==> config.mk <==
export PLATFORM = sky130hd
export DESIGN_NAME = ptsc_top
export DESIGN_NICKNAME = d
export VERILOG_FILES = /design/src/hdl/ptsc_pkg.sv /design/src/hdl/ptsc_top.sv /design/src/hdl/ptsc_prescaler.sv /design/src/hdl/ptsc_axil_slave.sv
export SDC_FILE = /design/constraint.sdc
export NUM_CORES = 1
export LEC_CHECK = 0
export BUFFER_PORTS_ARGS = -buffer_cell sky130_fd_sc_hd__buf_2
export CORE_ASPECT_RATIO = 2
export CORE_UTILIZATION = 48
export CTS_CLUSTER_SIZE = 24
export DETAILED_ROUTE_END_ITERATION = 10
export PLACE_DENSITY = 0.86
export SLEW_MARGIN = 10
export SYNTH_ARGS = -nofsm -noshare
export SYNTH_HDL_FRONTEND = slang
export SYNTH_SLANG_ARGS = --single-unit
export TNS_END_PERCENT = 10
==> constraint.sdc <==
create_clock -name i_clk -period 2.65 [get_ports i_clk]
set_input_delay 0 -clock i_clk [delete_from_list [all_inputs] [get_ports i_clk]]
set_output_delay 0 -clock i_clk [all_outputs]
set_load 0.02 [all_outputs]
==> src/hdl/ptsc_pkg.sv <==
// ptsc_pkg: offsets, fields, reset values and types of the pwm timer setup block
// assumes: AXI4-Lite access with 32-bit data, each register in the low bits of a word
`default_nettype none

package ptsc_pkg;

  localparam int unsigned ADDR_W = 6;

  // register byte offsets
  localparam logic [5:0] OFS_RESET_CTRL = 6'h00;
  localparam logic [5:0] OFS_CLK_ENABLE = 6'h04;
  localparam logic [5:0] OFS_PRESCALER  = 6'h08;
  localparam logic [5:0] OFS_IRQ_FLAGS  = 6'h0C;
  localparam logic [5:0] OFS_IRQ_MASK   = 6'h10;
  localparam logic [5:0] OFS_OP_CTRL    = 6'h14;
  localparam logic [5:0] OFS_OUT_LEVEL  = 6'h18;
  localparam logic [5:0] OFS_COUNT      = 6'h1C;

  // field positions
  localparam int unsigned RESET_HOLD_BIT = 0;
  localparam int unsigned CLK_GATE_BIT   = 0;
  localparam int unsigned PSC_A_LSB      = 0;
  localparam int unsigned PSC_B_LSB      = 4;
  localparam int unsigned IRQ_BIT        = 5;

  // values after reset
  localparam logic        RST_RESET_HOLD = 1'b1;
  localparam logic        RST_CLK_GATE   = 1'b0;
  localparam logic [2:0]  RST_PSC        = 3'h0;
  localparam logic        RST_IRQ_FLAG   = 1'b0;
  localparam logic        RST_IRQ_MASK   = 1'b1;
  localparam logic        RST_PWM_LEVEL  = 1'b0;

  // counter and codes
  localparam logic [15:0] COUNTER_STOP    = 16'hFFFF;
  localparam logic [15:0] COUNT_LAST_STEP = 16'hFFFE;
  localparam logic [15:0] COUNT_STEP      = 16'h0001;
  localparam logic [2:0]  PSC_MAX_CODE    = 3'h5;
  localparam logic [1:0]  MODE_STANDALONE = 2'h0;
  localparam logic [1:0]  MODE_INTERLEAVE = 2'h3;
  localparam logic [1:0]  RESP_OKAY       = 2'h0;
  localparam logic [1:0]  RESP_SLVERR     = 2'h2;

  typedef enum logic [3:0] {
    ST_HELD    = 4'b0001,
    ST_GATED   = 4'b0010,
    ST_STOPPED = 4'b0100,
    ST_RUNNING = 4'b1000
  } ptsc_state_e;

  typedef struct packed {
    logic       run;
    logic [1:0] pad_hi;
    logic       cksel;
    logic [1:0] pad_lo;
    logic [1:0] mode;
  } ptsc_opctl_s;

  typedef struct packed {
    logic [3:0] pad;
    logic [1:0] tol;
    logic [1:0] tod;
  } ptsc_outctl_s;

  typedef struct packed {
    logic [ADDR_W-1:0] addr;
    logic [7:0]        data;
    logic              en;
  } ptsc_wreq_s;

  localparam ptsc_opctl_s  RST_OPCTL  = ptsc_opctl_s'(8'h00);
  localparam ptsc_outctl_s RST_OUTCTL = ptsc_outctl_s'(8'h00);

endpackage

`default_nettype wire

==> src/hdl/ptsc_top.sv <==
// ptsc_top: setup and control front end of a 16-bit pwm timer
// assumes: compare logic outside supplies the duty windows and reads the count
`default_nettype none

module ptsc_top (
  // clock, reset, enable
  input  wire logic                        i_clk,
  input  wire logic                        i_reset,
  input  wire logic                        i_ce,
  // axi4-lite write channels
  input  wire logic                        i_awvalid,
  output logic                             o_awready,
  input  wire logic [ptsc_pkg::ADDR_W-1:0] i_awaddr,
  input  wire logic                        i_wvalid,
  output logic                             o_wready,
  input  wire logic [31:0]                 i_wdata,
  input  wire logic [3:0]                  i_wstrb,
  output logic                             o_bvalid,
  input  wire logic                        i_bready,
  output logic [1:0]                       o_bresp,
  // axi4-lite read channels
  input  wire logic                        i_arvalid,
  output logic                             o_arready,
  input  wire logic [ptsc_pkg::ADDR_W-1:0] i_araddr,
  output logic                             o_rvalid,
  input  wire logic                        i_rready,
  output logic [31:0]                      o_rdata,
  output logic [1:0]                       o_rresp,
  // compare side
  input  wire logic [1:0]                  i_duty_active,
  output logic [15:0]                      o_count,
  output logic [1:0]                       o_op_mode,
  // timer outputs and interrupt
  output logic                             o_pwm_output_a,
  output logic                             o_pwm_output_b,
  output logic                             o_irq
);

  ptsc_pkg::ptsc_wreq_s        wreq;
  ptsc_pkg::ptsc_state_e       state;
  ptsc_pkg::ptsc_state_e       next_state;
  ptsc_pkg::ptsc_opctl_s       opctl;
  ptsc_pkg::ptsc_opctl_s       next_opctl;
  ptsc_pkg::ptsc_opctl_s       op_in;
  ptsc_pkg::ptsc_outctl_s      outctl;
  ptsc_pkg::ptsc_outctl_s      next_outctl;
  logic                        timer_reset_hold;
  logic                        timer_clock_gate_enable;
  logic [2:0]                  psc_a_sel;
  logic [2:0]                  psc_b_sel;
  logic                        timer_irq_flag;
  logic                        timer_irq_mask;
  logic [15:0]                 count;
  logic [15:0]                 next_count;
  logic [1:0]                  next_pwm;
  logic                        tick_a;
  logic                        tick_b;
  logic                        sel_tick;
  logic                        timer_wr_ok;
  logic                        irq_evt;
  logic                        irq_clr;
  logic [ptsc_pkg::ADDR_W-1:0] rd_addr;
  logic [15:0]                 rd_data;
  logic                        rd_hit;
  logic                        wr_hit;

  function automatic logic hit(input logic [5:0] a, input logic [5:0] ofs);
    return a == ofs;
  endfunction

  function automatic logic [2:0] psc_pick(input logic [2:0] nv, input logic [2:0] ov);
    return (nv <= ptsc_pkg::PSC_MAX_CODE) ? nv : ov;
  endfunction

  function automatic logic drive_level(input logic act, input logic tol, input logic tod);
    return act ? !tol : tod;
  endfunction

  ptsc_axil_slave u_bus (
    .i_clk     (i_clk),
    .i_reset   (i_reset),
    .i_ce      (i_ce),
    .i_awvalid (i_awvalid),
    .o_awready (o_awready),
    .i_awaddr  (i_awaddr),
    .i_wvalid  (i_wvalid),
    .o_wready  (o_wready),
    .i_wdata   (i_wdata),
    .i_wstrb   (i_wstrb),
    .o_bvalid  (o_bvalid),
    .i_bready  (i_bready),
    .o_bresp   (o_bresp),
    .i_arvalid (i_arvalid),
    .o_arready (o_arready),
    .i_araddr  (i_araddr),
    .o_rvalid  (o_rvalid),
    .i_rready  (i_rready),
    .o_rdata   (o_rdata),
    .o_rresp   (o_rresp),
    .o_wreq    (wreq),
    .i_wr_hit  (wr_hit),
    .o_rd_addr (rd_addr),
    .i_rd_data (rd_data),
    .i_rd_hit  (rd_hit)
  );

  ptsc_prescaler #(
    .CNT_W (5),
    .SEL_W (3)
  ) u_psc (
    .i_clk    (i_clk),
    .i_reset  (i_reset),
    .i_ce     (i_ce),
    .i_sel_a  (psc_a_sel),
    .i_sel_b  (psc_b_sel),
    .o_tick_a (tick_a),
    .o_tick_b (tick_b)
  );

  // write decode
  wire wr_rst = wreq.en && hit(wreq.addr, ptsc_pkg::OFS_RESET_CTRL);
  wire wr_cge = wreq.en && hit(wreq.addr, ptsc_pkg::OFS_CLK_ENABLE);
  wire wr_psc = wreq.en && hit(wreq.addr, ptsc_pkg::OFS_PRESCALER);
  wire wr_ifl = wreq.en && hit(wreq.addr, ptsc_pkg::OFS_IRQ_FLAGS);
  wire wr_msk = wreq.en && hit(wreq.addr, ptsc_pkg::OFS_IRQ_MASK);
  wire wr_opc = wreq.en && hit(wreq.addr, ptsc_pkg::OFS_OP_CTRL);
  wire wr_out = wreq.en && hit(wreq.addr, ptsc_pkg::OFS_OUT_LEVEL);

  assign wr_hit = wreq.addr <= ptsc_pkg::OFS_COUNT && wreq.addr[1:0] == 2'b00;
  assign rd_hit = rd_addr <= ptsc_pkg::OFS_COUNT && rd_addr[1:0] == 2'b00;

  assign rd_data =
      hit(rd_addr, ptsc_pkg::OFS_RESET_CTRL) ? {15'h0000, timer_reset_hold} :
      hit(rd_addr, ptsc_pkg::OFS_CLK_ENABLE) ? {15'h0000, timer_clock_gate_enable} :
      hit(rd_addr, ptsc_pkg::OFS_PRESCALER)  ? {9'h000, psc_b_sel, 1'b0, psc_a_sel} :
      hit(rd_addr, ptsc_pkg::OFS_IRQ_FLAGS)  ? {10'h000, timer_irq_flag, 5'h00} :
      hit(rd_addr, ptsc_pkg::OFS_IRQ_MASK)   ? {10'h000, timer_irq_mask, 5'h00} :
      hit(rd_addr, ptsc_pkg::OFS_OP_CTRL)    ? {8'h00, opctl} :
      hit(rd_addr, ptsc_pkg::OFS_OUT_LEVEL)  ? {8'h00, outctl} :
      hit(rd_addr, ptsc_pkg::OFS_COUNT)      ? count : 16'h0000;

  always_ff @(posedge i_clk or posedge i_reset) begin
    if (i_reset) begin
      timer_reset_hold        <= ptsc_pkg::RST_RESET_HOLD;
      timer_clock_gate_enable <= ptsc_pkg::RST_CLK_GATE;
    end else if (i_ce) begin
      if (wr_rst) begin
        timer_reset_hold <= wreq.data[ptsc_pkg::RESET_HOLD_BIT];
      end
      if (wr_cge) begin
        timer_clock_gate_enable <= wreq.data[ptsc_pkg::CLK_GATE_BIT];
      end
    end
  end

  always_ff @(posedge i_clk or posedge i_reset) begin
    if (i_reset) begin
      psc_a_sel <= ptsc_pkg::RST_PSC;
      psc_b_sel <= ptsc_pkg::RST_PSC;
    end else if (i_ce && wr_psc) begin
      psc_a_sel <= psc_pick(wreq.data[ptsc_pkg::PSC_A_LSB +: 3], psc_a_sel);
      psc_b_sel <= psc_pick(wreq.data[ptsc_pkg::PSC_B_LSB +: 3], psc_b_sel);
    end
  end

  assign irq_evt = state == ptsc_pkg::ST_RUNNING && sel_tick &&
                   count == ptsc_pkg::COUNT_LAST_STEP;
  assign irq_clr = wr_ifl && wreq.data[ptsc_pkg::IRQ_BIT];
  assign o_irq   = timer_irq_flag && !timer_irq_mask;

  always_ff @(posedge i_clk or posedge i_reset) begin
    if (i_reset) begin
      timer_irq_flag <= ptsc_pkg::RST_IRQ_FLAG;
      timer_irq_mask <= ptsc_pkg::RST_IRQ_MASK;
    end else if (i_ce) begin
      timer_irq_flag <= irq_evt || (timer_irq_flag && !irq_clr);
      if (wr_msk) begin
        timer_irq_mask <= wreq.data[ptsc_pkg::IRQ_BIT];
      end
    end
  end

  assign timer_wr_ok = timer_clock_gate_enable && !timer_reset_hold;

  assign op_in = ptsc_pkg::ptsc_opctl_s'(wreq.data);
  wire mode_ok = op_in.mode == ptsc_pkg::MODE_STANDALONE ||
                 op_in.mode == ptsc_pkg::MODE_INTERLEAVE;

  assign next_opctl =
      timer_reset_hold ? ptsc_pkg::RST_OPCTL :
      (wr_opc && timer_wr_ok) ? ptsc_pkg::ptsc_opctl_s'{run: op_in.run, pad_hi: 2'b00,
          cksel: op_in.cksel, pad_lo: 2'b00, mode: mode_ok ? op_in.mode : opctl.mode} :
      opctl;

  assign next_outctl =
      timer_reset_hold ? ptsc_pkg::RST_OUTCTL :
      (wr_out && timer_wr_ok) ? ptsc_pkg::ptsc_outctl_s'({4'h0, wreq.data[3:0]}) :
      outctl;

  always_ff @(posedge i_clk or posedge i_reset) begin
    if (i_reset) begin
      opctl  <= ptsc_pkg::RST_OPCTL;
      outctl <= ptsc_pkg::RST_OUTCTL;
    end else if (i_ce) begin
      opctl  <= next_opctl;
      outctl <= next_outctl;
    end
  end

  assign o_op_mode = opctl.mode;

  assign sel_tick = opctl.cksel ? tick_b : tick_a;

  always_comb begin
    if (timer_reset_hold) begin
      next_state = ptsc_pkg::ST_HELD;
    end else if (!timer_clock_gate_enable) begin
      next_state = ptsc_pkg::ST_GATED;
    end else if (!opctl.run) begin
      next_state = ptsc_pkg::ST_STOPPED;
    end else begin
      next_state = ptsc_pkg::ST_RUNNING;
    end
  end

  always_comb begin
    case (state)
      ptsc_pkg::ST_RUNNING: next_count = sel_tick ? count + ptsc_pkg::COUNT_STEP : count;
      ptsc_pkg::ST_GATED:   next_count = count;
      default:              next_count = ptsc_pkg::COUNTER_STOP;
    endcase
  end

  always_ff @(posedge i_clk or posedge i_reset) begin
    if (i_reset) begin
      state <= ptsc_pkg::ST_HELD;
      count <= ptsc_pkg::COUNTER_STOP;
    end else if (i_ce) begin
      state <= next_state;
      count <= next_count;
    end
  end

  assign o_count = count;

  wire run_now = state == ptsc_pkg::ST_RUNNING;
  wire b_duty  = (opctl.mode == ptsc_pkg::MODE_INTERLEAVE) ? i_duty_active[1] : i_duty_active[0];
  assign next_pwm[0] = drive_level(run_now && i_duty_active[0], outctl.tol[0], outctl.tod[0]);
  assign next_pwm[1] = drive_level(run_now && b_duty, outctl.tol[1], outctl.tod[1]);

  always_ff @(posedge i_clk or posedge i_reset) begin
    if (i_reset) begin
      o_pwm_output_a <= ptsc_pkg::RST_PWM_LEVEL;
      o_pwm_output_b <= ptsc_pkg::RST_PWM_LEVEL;
    end else if (i_ce) begin
      o_pwm_output_a <= next_pwm[0];
      o_pwm_output_b <= next_pwm[1];
    end
  end
endmodule

`default_nettype wire

==> src/hdl/ptsc_prescaler.sv <==
// ptsc_prescaler: free divider giving two clock-enable ticks at fclk/2^sel
// assumes: sel codes above the maximum are filtered by the register logic
`default_nettype none

module ptsc_prescaler #(
  parameter int unsigned CNT_W = 5,
  parameter int unsigned SEL_W = 3
) (
  // clock and reset
  input  wire logic             i_clk,
  input  wire logic             i_reset,
  input  wire logic             i_ce,
  // divider selects
  input  wire logic [SEL_W-1:0] i_sel_a,
  input  wire logic [SEL_W-1:0] i_sel_b,
  // ticks
  output logic                  o_tick_a,
  output logic                  o_tick_b
);

  logic [CNT_W-1:0] div_cnt;

  function automatic logic tick_of(input logic [CNT_W-1:0] cnt, input logic [SEL_W-1:0] sel);
    logic [CNT_W-1:0] m;
    m = CNT_W'((32'd1 << sel) - 32'd1);
    return (cnt & m) == m;
  endfunction

  always_ff @(posedge i_clk or posedge i_reset) begin
    if (i_reset) begin
      div_cnt <= '0;
    end else if (i_ce) begin
      div_cnt <= div_cnt + CNT_W'(1);
    end
  end

  assign o_tick_a = tick_of(div_cnt, i_sel_a);
  assign o_tick_b = tick_of(div_cnt, i_sel_b);
endmodule

`default_nettype wire

==> src/hdl/ptsc_axil_slave.sv <==
// ptsc_axil_slave: AXI4-Lite slave turning bus traffic into byte writes and 16-bit reads
// assumes: the owner decodes addresses and returns read data combinationally
`default_nettype none

module ptsc_axil_slave (
  // clock and reset
  input  wire logic                        i_clk,
  input  wire logic                        i_reset,
  input  wire logic                        i_ce,
  // write channels
  input  wire logic                        i_awvalid,
  output logic                             o_awready,
  input  wire logic [ptsc_pkg::ADDR_W-1:0] i_awaddr,
  input  wire logic                        i_wvalid,
  output logic                             o_wready,
  input  wire logic [31:0]                 i_wdata,
  input  wire logic [3:0]                  i_wstrb,
  output logic                             o_bvalid,
  input  wire logic                        i_bready,
  output logic [1:0]                       o_bresp,
  // read channels
  input  wire logic                        i_arvalid,
  output logic                             o_arready,
  input  wire logic [ptsc_pkg::ADDR_W-1:0] i_araddr,
  output logic                             o_rvalid,
  input  wire logic                        i_rready,
  output logic [31:0]                      o_rdata,
  output logic [1:0]                       o_rresp,
  // register side
  output ptsc_pkg::ptsc_wreq_s             o_wreq,
  input  wire logic                        i_wr_hit,
  output logic [ptsc_pkg::ADDR_W-1:0]      o_rd_addr,
  input  wire logic [15:0]                 i_rd_data,
  input  wire logic                        i_rd_hit
);

  logic                        aw_full;
  logic                        w_full;
  logic [ptsc_pkg::ADDR_W-1:0] aw_addr;
  logic [7:0]                  w_data;
  logic                        w_lane0;

  wire aw_take = o_awready && i_awvalid;
  wire w_take  = o_wready && i_wvalid;
  wire wr_fire = i_ce && aw_full && w_full && !o_bvalid;
  wire ar_take = o_arready && i_arvalid;

  assign o_awready = i_ce && !aw_full && !o_bvalid;
  assign o_wready  = i_ce && !w_full && !o_bvalid;
  assign o_arready = i_ce && !o_rvalid;
  assign o_rd_addr = i_araddr;
  assign o_wreq    = '{addr: aw_addr, data: w_data, en: wr_fire && w_lane0};

  always_ff @(posedge i_clk or posedge i_reset) begin
    if (i_reset) begin
      aw_full <= 1'b0;
      aw_addr <= '0;
    end else if (aw_take) begin
      aw_full <= 1'b1;
      aw_addr <= i_awaddr;
    end else if (wr_fire) begin
      aw_full <= 1'b0;
    end
  end

  always_ff @(posedge i_clk or posedge i_reset) begin
    if (i_reset) begin
      w_full  <= 1'b0;
      w_data  <= 8'h00;
      w_lane0 <= 1'b0;
    end else if (w_take) begin
      w_full  <= 1'b1;
      w_data  <= i_wdata[7:0];
      w_lane0 <= i_wstrb[0];
    end else if (wr_fire) begin
      w_full <= 1'b0;
    end
  end

  always_ff @(posedge i_clk or posedge i_reset) begin
    if (i_reset) begin
      o_bvalid <= 1'b0;
      o_bresp  <= ptsc_pkg::RESP_OKAY;
    end else if (wr_fire) begin
      o_bvalid <= 1'b1;
      o_bresp  <= i_wr_hit ? ptsc_pkg::RESP_OKAY : ptsc_pkg::RESP_SLVERR;
    end else if (i_ce && i_bready) begin
      o_bvalid <= 1'b0;
    end
  end

  always_ff @(posedge i_clk or posedge i_reset) begin
    if (i_reset) begin
      o_rvalid <= 1'b0;
      o_rdata  <= 32'h0000_0000;
      o_rresp  <= ptsc_pkg::RESP_OKAY;
    end else if (ar_take) begin
      o_rvalid <= 1'b1;
      o_rdata  <= {16'h0000, i_rd_data};
      o_rresp  <= i_rd_hit ? ptsc_pkg::RESP_OKAY : ptsc_pkg::RESP_SLVERR;
    end else if (i_ce && i_rready) begin
      o_rvalid <= 1'b0;
    end
  end

endmodule

`default_nettype wire

==> impl_summary.log <==
[metrics] DR iter-0 viols: 243
[metrics] power per unit of standard cell area: 945 nW/um^2
[metrics] Final Net Count: around 570
[metrics] count of buffers inserted at the top-level ports: 74
[metrics] detail-routed via count per cell: about 5.8
[metrics] largest net degree at the start of global routing: 83
[metrics] final count of negative-setup-slack endpoints: 0
[metrics] # Max-Cap Violations: 0
[metrics] number of buffers created by CTS: 9
[metrics] Yosys warning count: 0
[metrics] setup repair after global routing missed its margin: false
[metrics] kind of end point of the critical path: flip-flop
[metrics] maximum vdd drop: 0.604 mV
[metrics] core area: between 8000 and 9000 um^2
[metrics] horizontal die dimension: 68.6 um
[metrics] # H-tree levels: 3
[metrics] number of global-route vias before repair: approximately 3,600
[metrics] antenna violations before repair: 0
[metrics] final clock period utilization by the worst path: 86.6%
[metrics] Netlist Area Pre-Place: 4250 um^2
[metrics] clock period minus worst slack: ~2300 ps
[metrics] buffer count from post-CTS setup fixing: 0
[metrics] standby leakage power: approximately 2.4 nW
[metrics] I/O pin count: 120
[metrics] clock input transition at the sequential cells of the worst setup and hold paths: ~60 ps
[metrics] number of clock sinks seen by CTS: 82
[metrics] most common flop cell mapped by yosys: sky130_fd_sc_hd__dfrtp_1
[metrics] Final Hold Vio Count: 0
[metrics] y dimension of the die: approximately 140 um
[metrics] Worst-Margin Slew: 865 ps
[metrics] standard-cell row count: 48
[metrics] Min-Delay Path Class: in2reg
[metrics] data required time of the worst path: slightly below 3000 ps
[metrics] number of antenna repair diodes: 0
[metrics] relative slew slack: about two fifths
[metrics] Post-Route Skew: 4.82 ps
[metrics] Overall Global Routing Usage: between 20% and 30%
[metrics] RD Place Congestion: 0.886
[metrics] summed negative setup slack over all endpoints: 0 ps
[metrics] fraction of final layout cells sized beyond drive strength 1: around 30%
[metrics] WS Path Type: reg2reg
[metrics] fmax: about 440 MHz
[metrics] overall routed net length: approximately 10 mm
[metrics] clock tree from TritonCTS: built
[metrics] final routed wire length divided by cell count: ~17 um
[metrics] arrival time of the worst setup path: ~2500 ps
[metrics] Cells after Synth: between 400 and 500
[metrics] Initial Utilization: between 40% and 50%
[metrics] total number of vias: roughly 3,500
[metrics] run status: finished, final reports clean
[metrics] number of flip-flops and latches in the synthesized netlist: 82
[metrics] fraction of registers with async set/reset: 100%
[metrics] startpoint type of the worst setup path: flip-flop
[metrics] Final Max Slew Viols: 0
[metrics] post-route ant nets: 0
[metrics] clock tree buffer depth: 2
[metrics] Layout area overhead: 22.1%
[metrics] Distinct cells, synth: 57
[metrics] average cell area after synthesis: 10.2 um^2
[metrics] total overflow reported by the global router: 0
[metrics] total die area: 9270 um^2
[metrics] insertion delay of the later-clocked pin in the worst-skew pair: around 330 ps
[metrics] number of enable flip-flop cells after synthesis: 0
[metrics] root buf cell: sky130_fd_sc_hd__clkbuf_16
[metrics] global-route wire length before repair: roughly 17 mm
[metrics] final HPWL from detailed placement: roughly 7.6 mm
[metrics] number of detailed-route iterations in the first pass: 6
[metrics] final cell utilization of the core: 60.5%
[metrics] sequential cell area fraction in the yosys report: about half
[metrics] Overall Power: between 4 and 5 mW
[metrics] Critical Path Fanout Max: 10
[metrics] DRC violation count after routing: 0
[registers in the layout, summed over array words and instances (netlist names), 2 cells and up]
| signal | cells |
|---|---|
| u_psc.div_cnt | 5 |
| u_bus.aw_addr | 6 |
| outctl | 4 |
| u_bus.o_rdata | 16 |
| psc_a_sel | 3 |
| psc_b_sel | 3 |
| u_bus.w_data | 8 |
| o_op_mode | 2 |
| opctl | 2 |
| state | 4 |
| o_count | 16 |
[per-layer routing]
layer	global-route usage, %	vias up	share of wire, %
met2	43.5	127	56
met5	0	-	0
met4	14.2	0	3.8
met3	4.71	31	4.5
met1	25.9	1726	36
li1	-	1665	-
[worst max-delay path: stages, from the launching register on]
cell and delay, ps:
sky130_fd_sc_hd__dfrtp_1 480, sky130_fd_sc_hd__mux2_2 380, sky130_fd_sc_hd__a21boi_1 380, sky130_fd_sc_hd__nor3b_2 600, sky130_fd_sc_hd__a31oi_1 150, sky130_fd_sc_hd__o21ai_0 230
[through the flow]
step | cell area [um^2] | worst slack [ps] | cells | hold slack, ps
6_report | 5200 | 355 | 617 | 21.9
5_1_grt | 5200 | 196 | 617 | 49.1
4_1_cts | 5190 | 122 | 617 | 24.2
3_5_place_dp | 4680 | 146 | 581 | 131
3_3_place_gp | 4680 | 337 | 581 | 129
2_1_floorplan | 4320 | 573 | 433 | 117
[cell families (layout without fill, tap and decap cells)]
kind of cell,after synthesis,count (layout),synth area share (%)
mux,30,30,8.00
simple gates,155,155,21.2
other cells,1,18,0.0882
flops,82,82,48.8
compound gates,91,91,13.8
fa+ha+maj,3,3,0.882
buf+inv,49,133,6.24
xor+xnor,5,5,1.03
[Yosys cell counts, types with 2 or more instances]
master	n	area share, %
sky130_fd_sc_hd__nor4_1	3	0.44
sky130_fd_sc_hd__and4_1	11	2.3
sky130_fd_sc_hd__nand2b_1	8	1.2
sky130_fd_sc_hd__and3_1	9	1.3
sky130_fd_sc_hd__nor2b_1	4	0.59
sky130_fd_sc_hd__or2b_2	5	1.0
sky130_fd_sc_hd__a31oi_1	11	1.6
sky130_fd_sc_hd__o22a_1	4	0.82
sky130_fd_sc_hd__inv_1	14	1.2
sky130_fd_sc_hd__nand4_1	8	1.2
sky130_fd_sc_hd__buf_2	2	0.24
sky130_fd_sc_hd__nor3b_1	2	0.35
sky130_fd_sc_hd__nor4_2	2	0.59
sky130_fd_sc_hd__buf_4	21	3.7
sky130_fd_sc_hd__xnor2_1	4	0.82
sky130_fd_sc_hd__buf_1	3	0.26
sky130_fd_sc_hd__nor2_1	20	1.8
sky130_fd_sc_hd__nor3_1	11	1.3
sky130_fd_sc_hd__mux2_2	22	5.8
sky130_fd_sc_hd__o221ai_1	2	0.41
sky130_fd_sc_hd__dfrtp_1	63	37
sky130_fd_sc_hd__nand2_1	38	3.4
sky130_fd_sc_hd__nand3b_1	7	1.2
sky130_fd_sc_hd__a22o_1	10	2.1
sky130_fd_sc_hd__nand3_1	10	1.2
sky130_fd_sc_hd__a21oi_1	12	1.4
sky130_fd_sc_hd__clkbuf_1	9	0.79
sky130_fd_sc_hd__o31ai_1	8	1.4
sky130_fd_sc_hd__a211oi_1	2	0.35
sky130_fd_sc_hd__ha_1	3	0.88
sky130_fd_sc_hd__o21ai_0	30	3.5
sky130_fd_sc_hd__mux2i_1	7	1.6
sky130_fd_sc_hd__a22oi_1	3	0.53
sky130_fd_sc_hd__and2_1	7	1.0
sky130_fd_sc_hd__dfstp_2	19	12
[final timing paths]
kind                                       from               end  slack, ps  cells after the start
worst max-delay path                   opctl[4]        o_count[7]        350                      5
worst min-delay path                       i_ce    u_bus.o_bvalid         20                      4
worst max register to register         opctl[4]        o_count[7]        350                      5
worst min register to register  u_bus.w_data[7]          opctl[7]        480                      2
max in group asynchronous               i_reset    timer_irq_mask       1980                      4
min in group asynchronous               i_reset  u_bus.o_rdata[0]        310                      4
[area by class of cell]
type / count / area (um^2)
Clock buffer: 12 / 256
Clock inverter: 4 / 50.0
Fill cell: 733 / 3390
Inverter: 14 / 52.6
Multi-Input combinational cell: 302 / 1990
Sequential cell: 82 / 2080
Tap cell: 100 / 125
Timing Repair Buffer: 103 / 651
[what timing repair did]
item	4_1_cts	5_1_grt
endpoints found under the hold margin	82	0
resized for setup	0	0
hold buffers	20	0
endpoints found under the setup margin	0	0
[placed cells by master, fill, tap and decap left out, drive strengths merged, types with 2 or more instances in the layout]
master       Yosys  routed
and2             7       7
clkbuf           9      12
and3             9       9
a22o            10      10
a31oi           11      11
conb             1      18
nor2            20      20
nor3b            3       3
o221ai           2       2
nand2           38      38
inv             14      14
nand4b           2       2
o31ai            8       8
mux2            22      22
nor4             5       5
or4              2       2
o22a             4       4
nand3           11      11
dlygate4sd3      0      20
ha               3       3
o21ai           31      31
or2b             6       6
nand3b           7       7
dfstp           19      19
nor3            11      11
nand2b           8       8
a211oi           2       2
nor2b            4       4
a21boi           2       2
dfrtp           63      63
xnor2            4       4
a22oi            3       3
a21oi           13      13
buf             26      83
and4            12      12
nand4            8       8
mux2i            7       7
clkinvlp         0       2
[power by group]
group	internal (mW)	switching (mW)
combinational	0.657	0.875
sequential	1.67	0.452
clock	0.779	0.481
(Power assumes the default switching activity.)
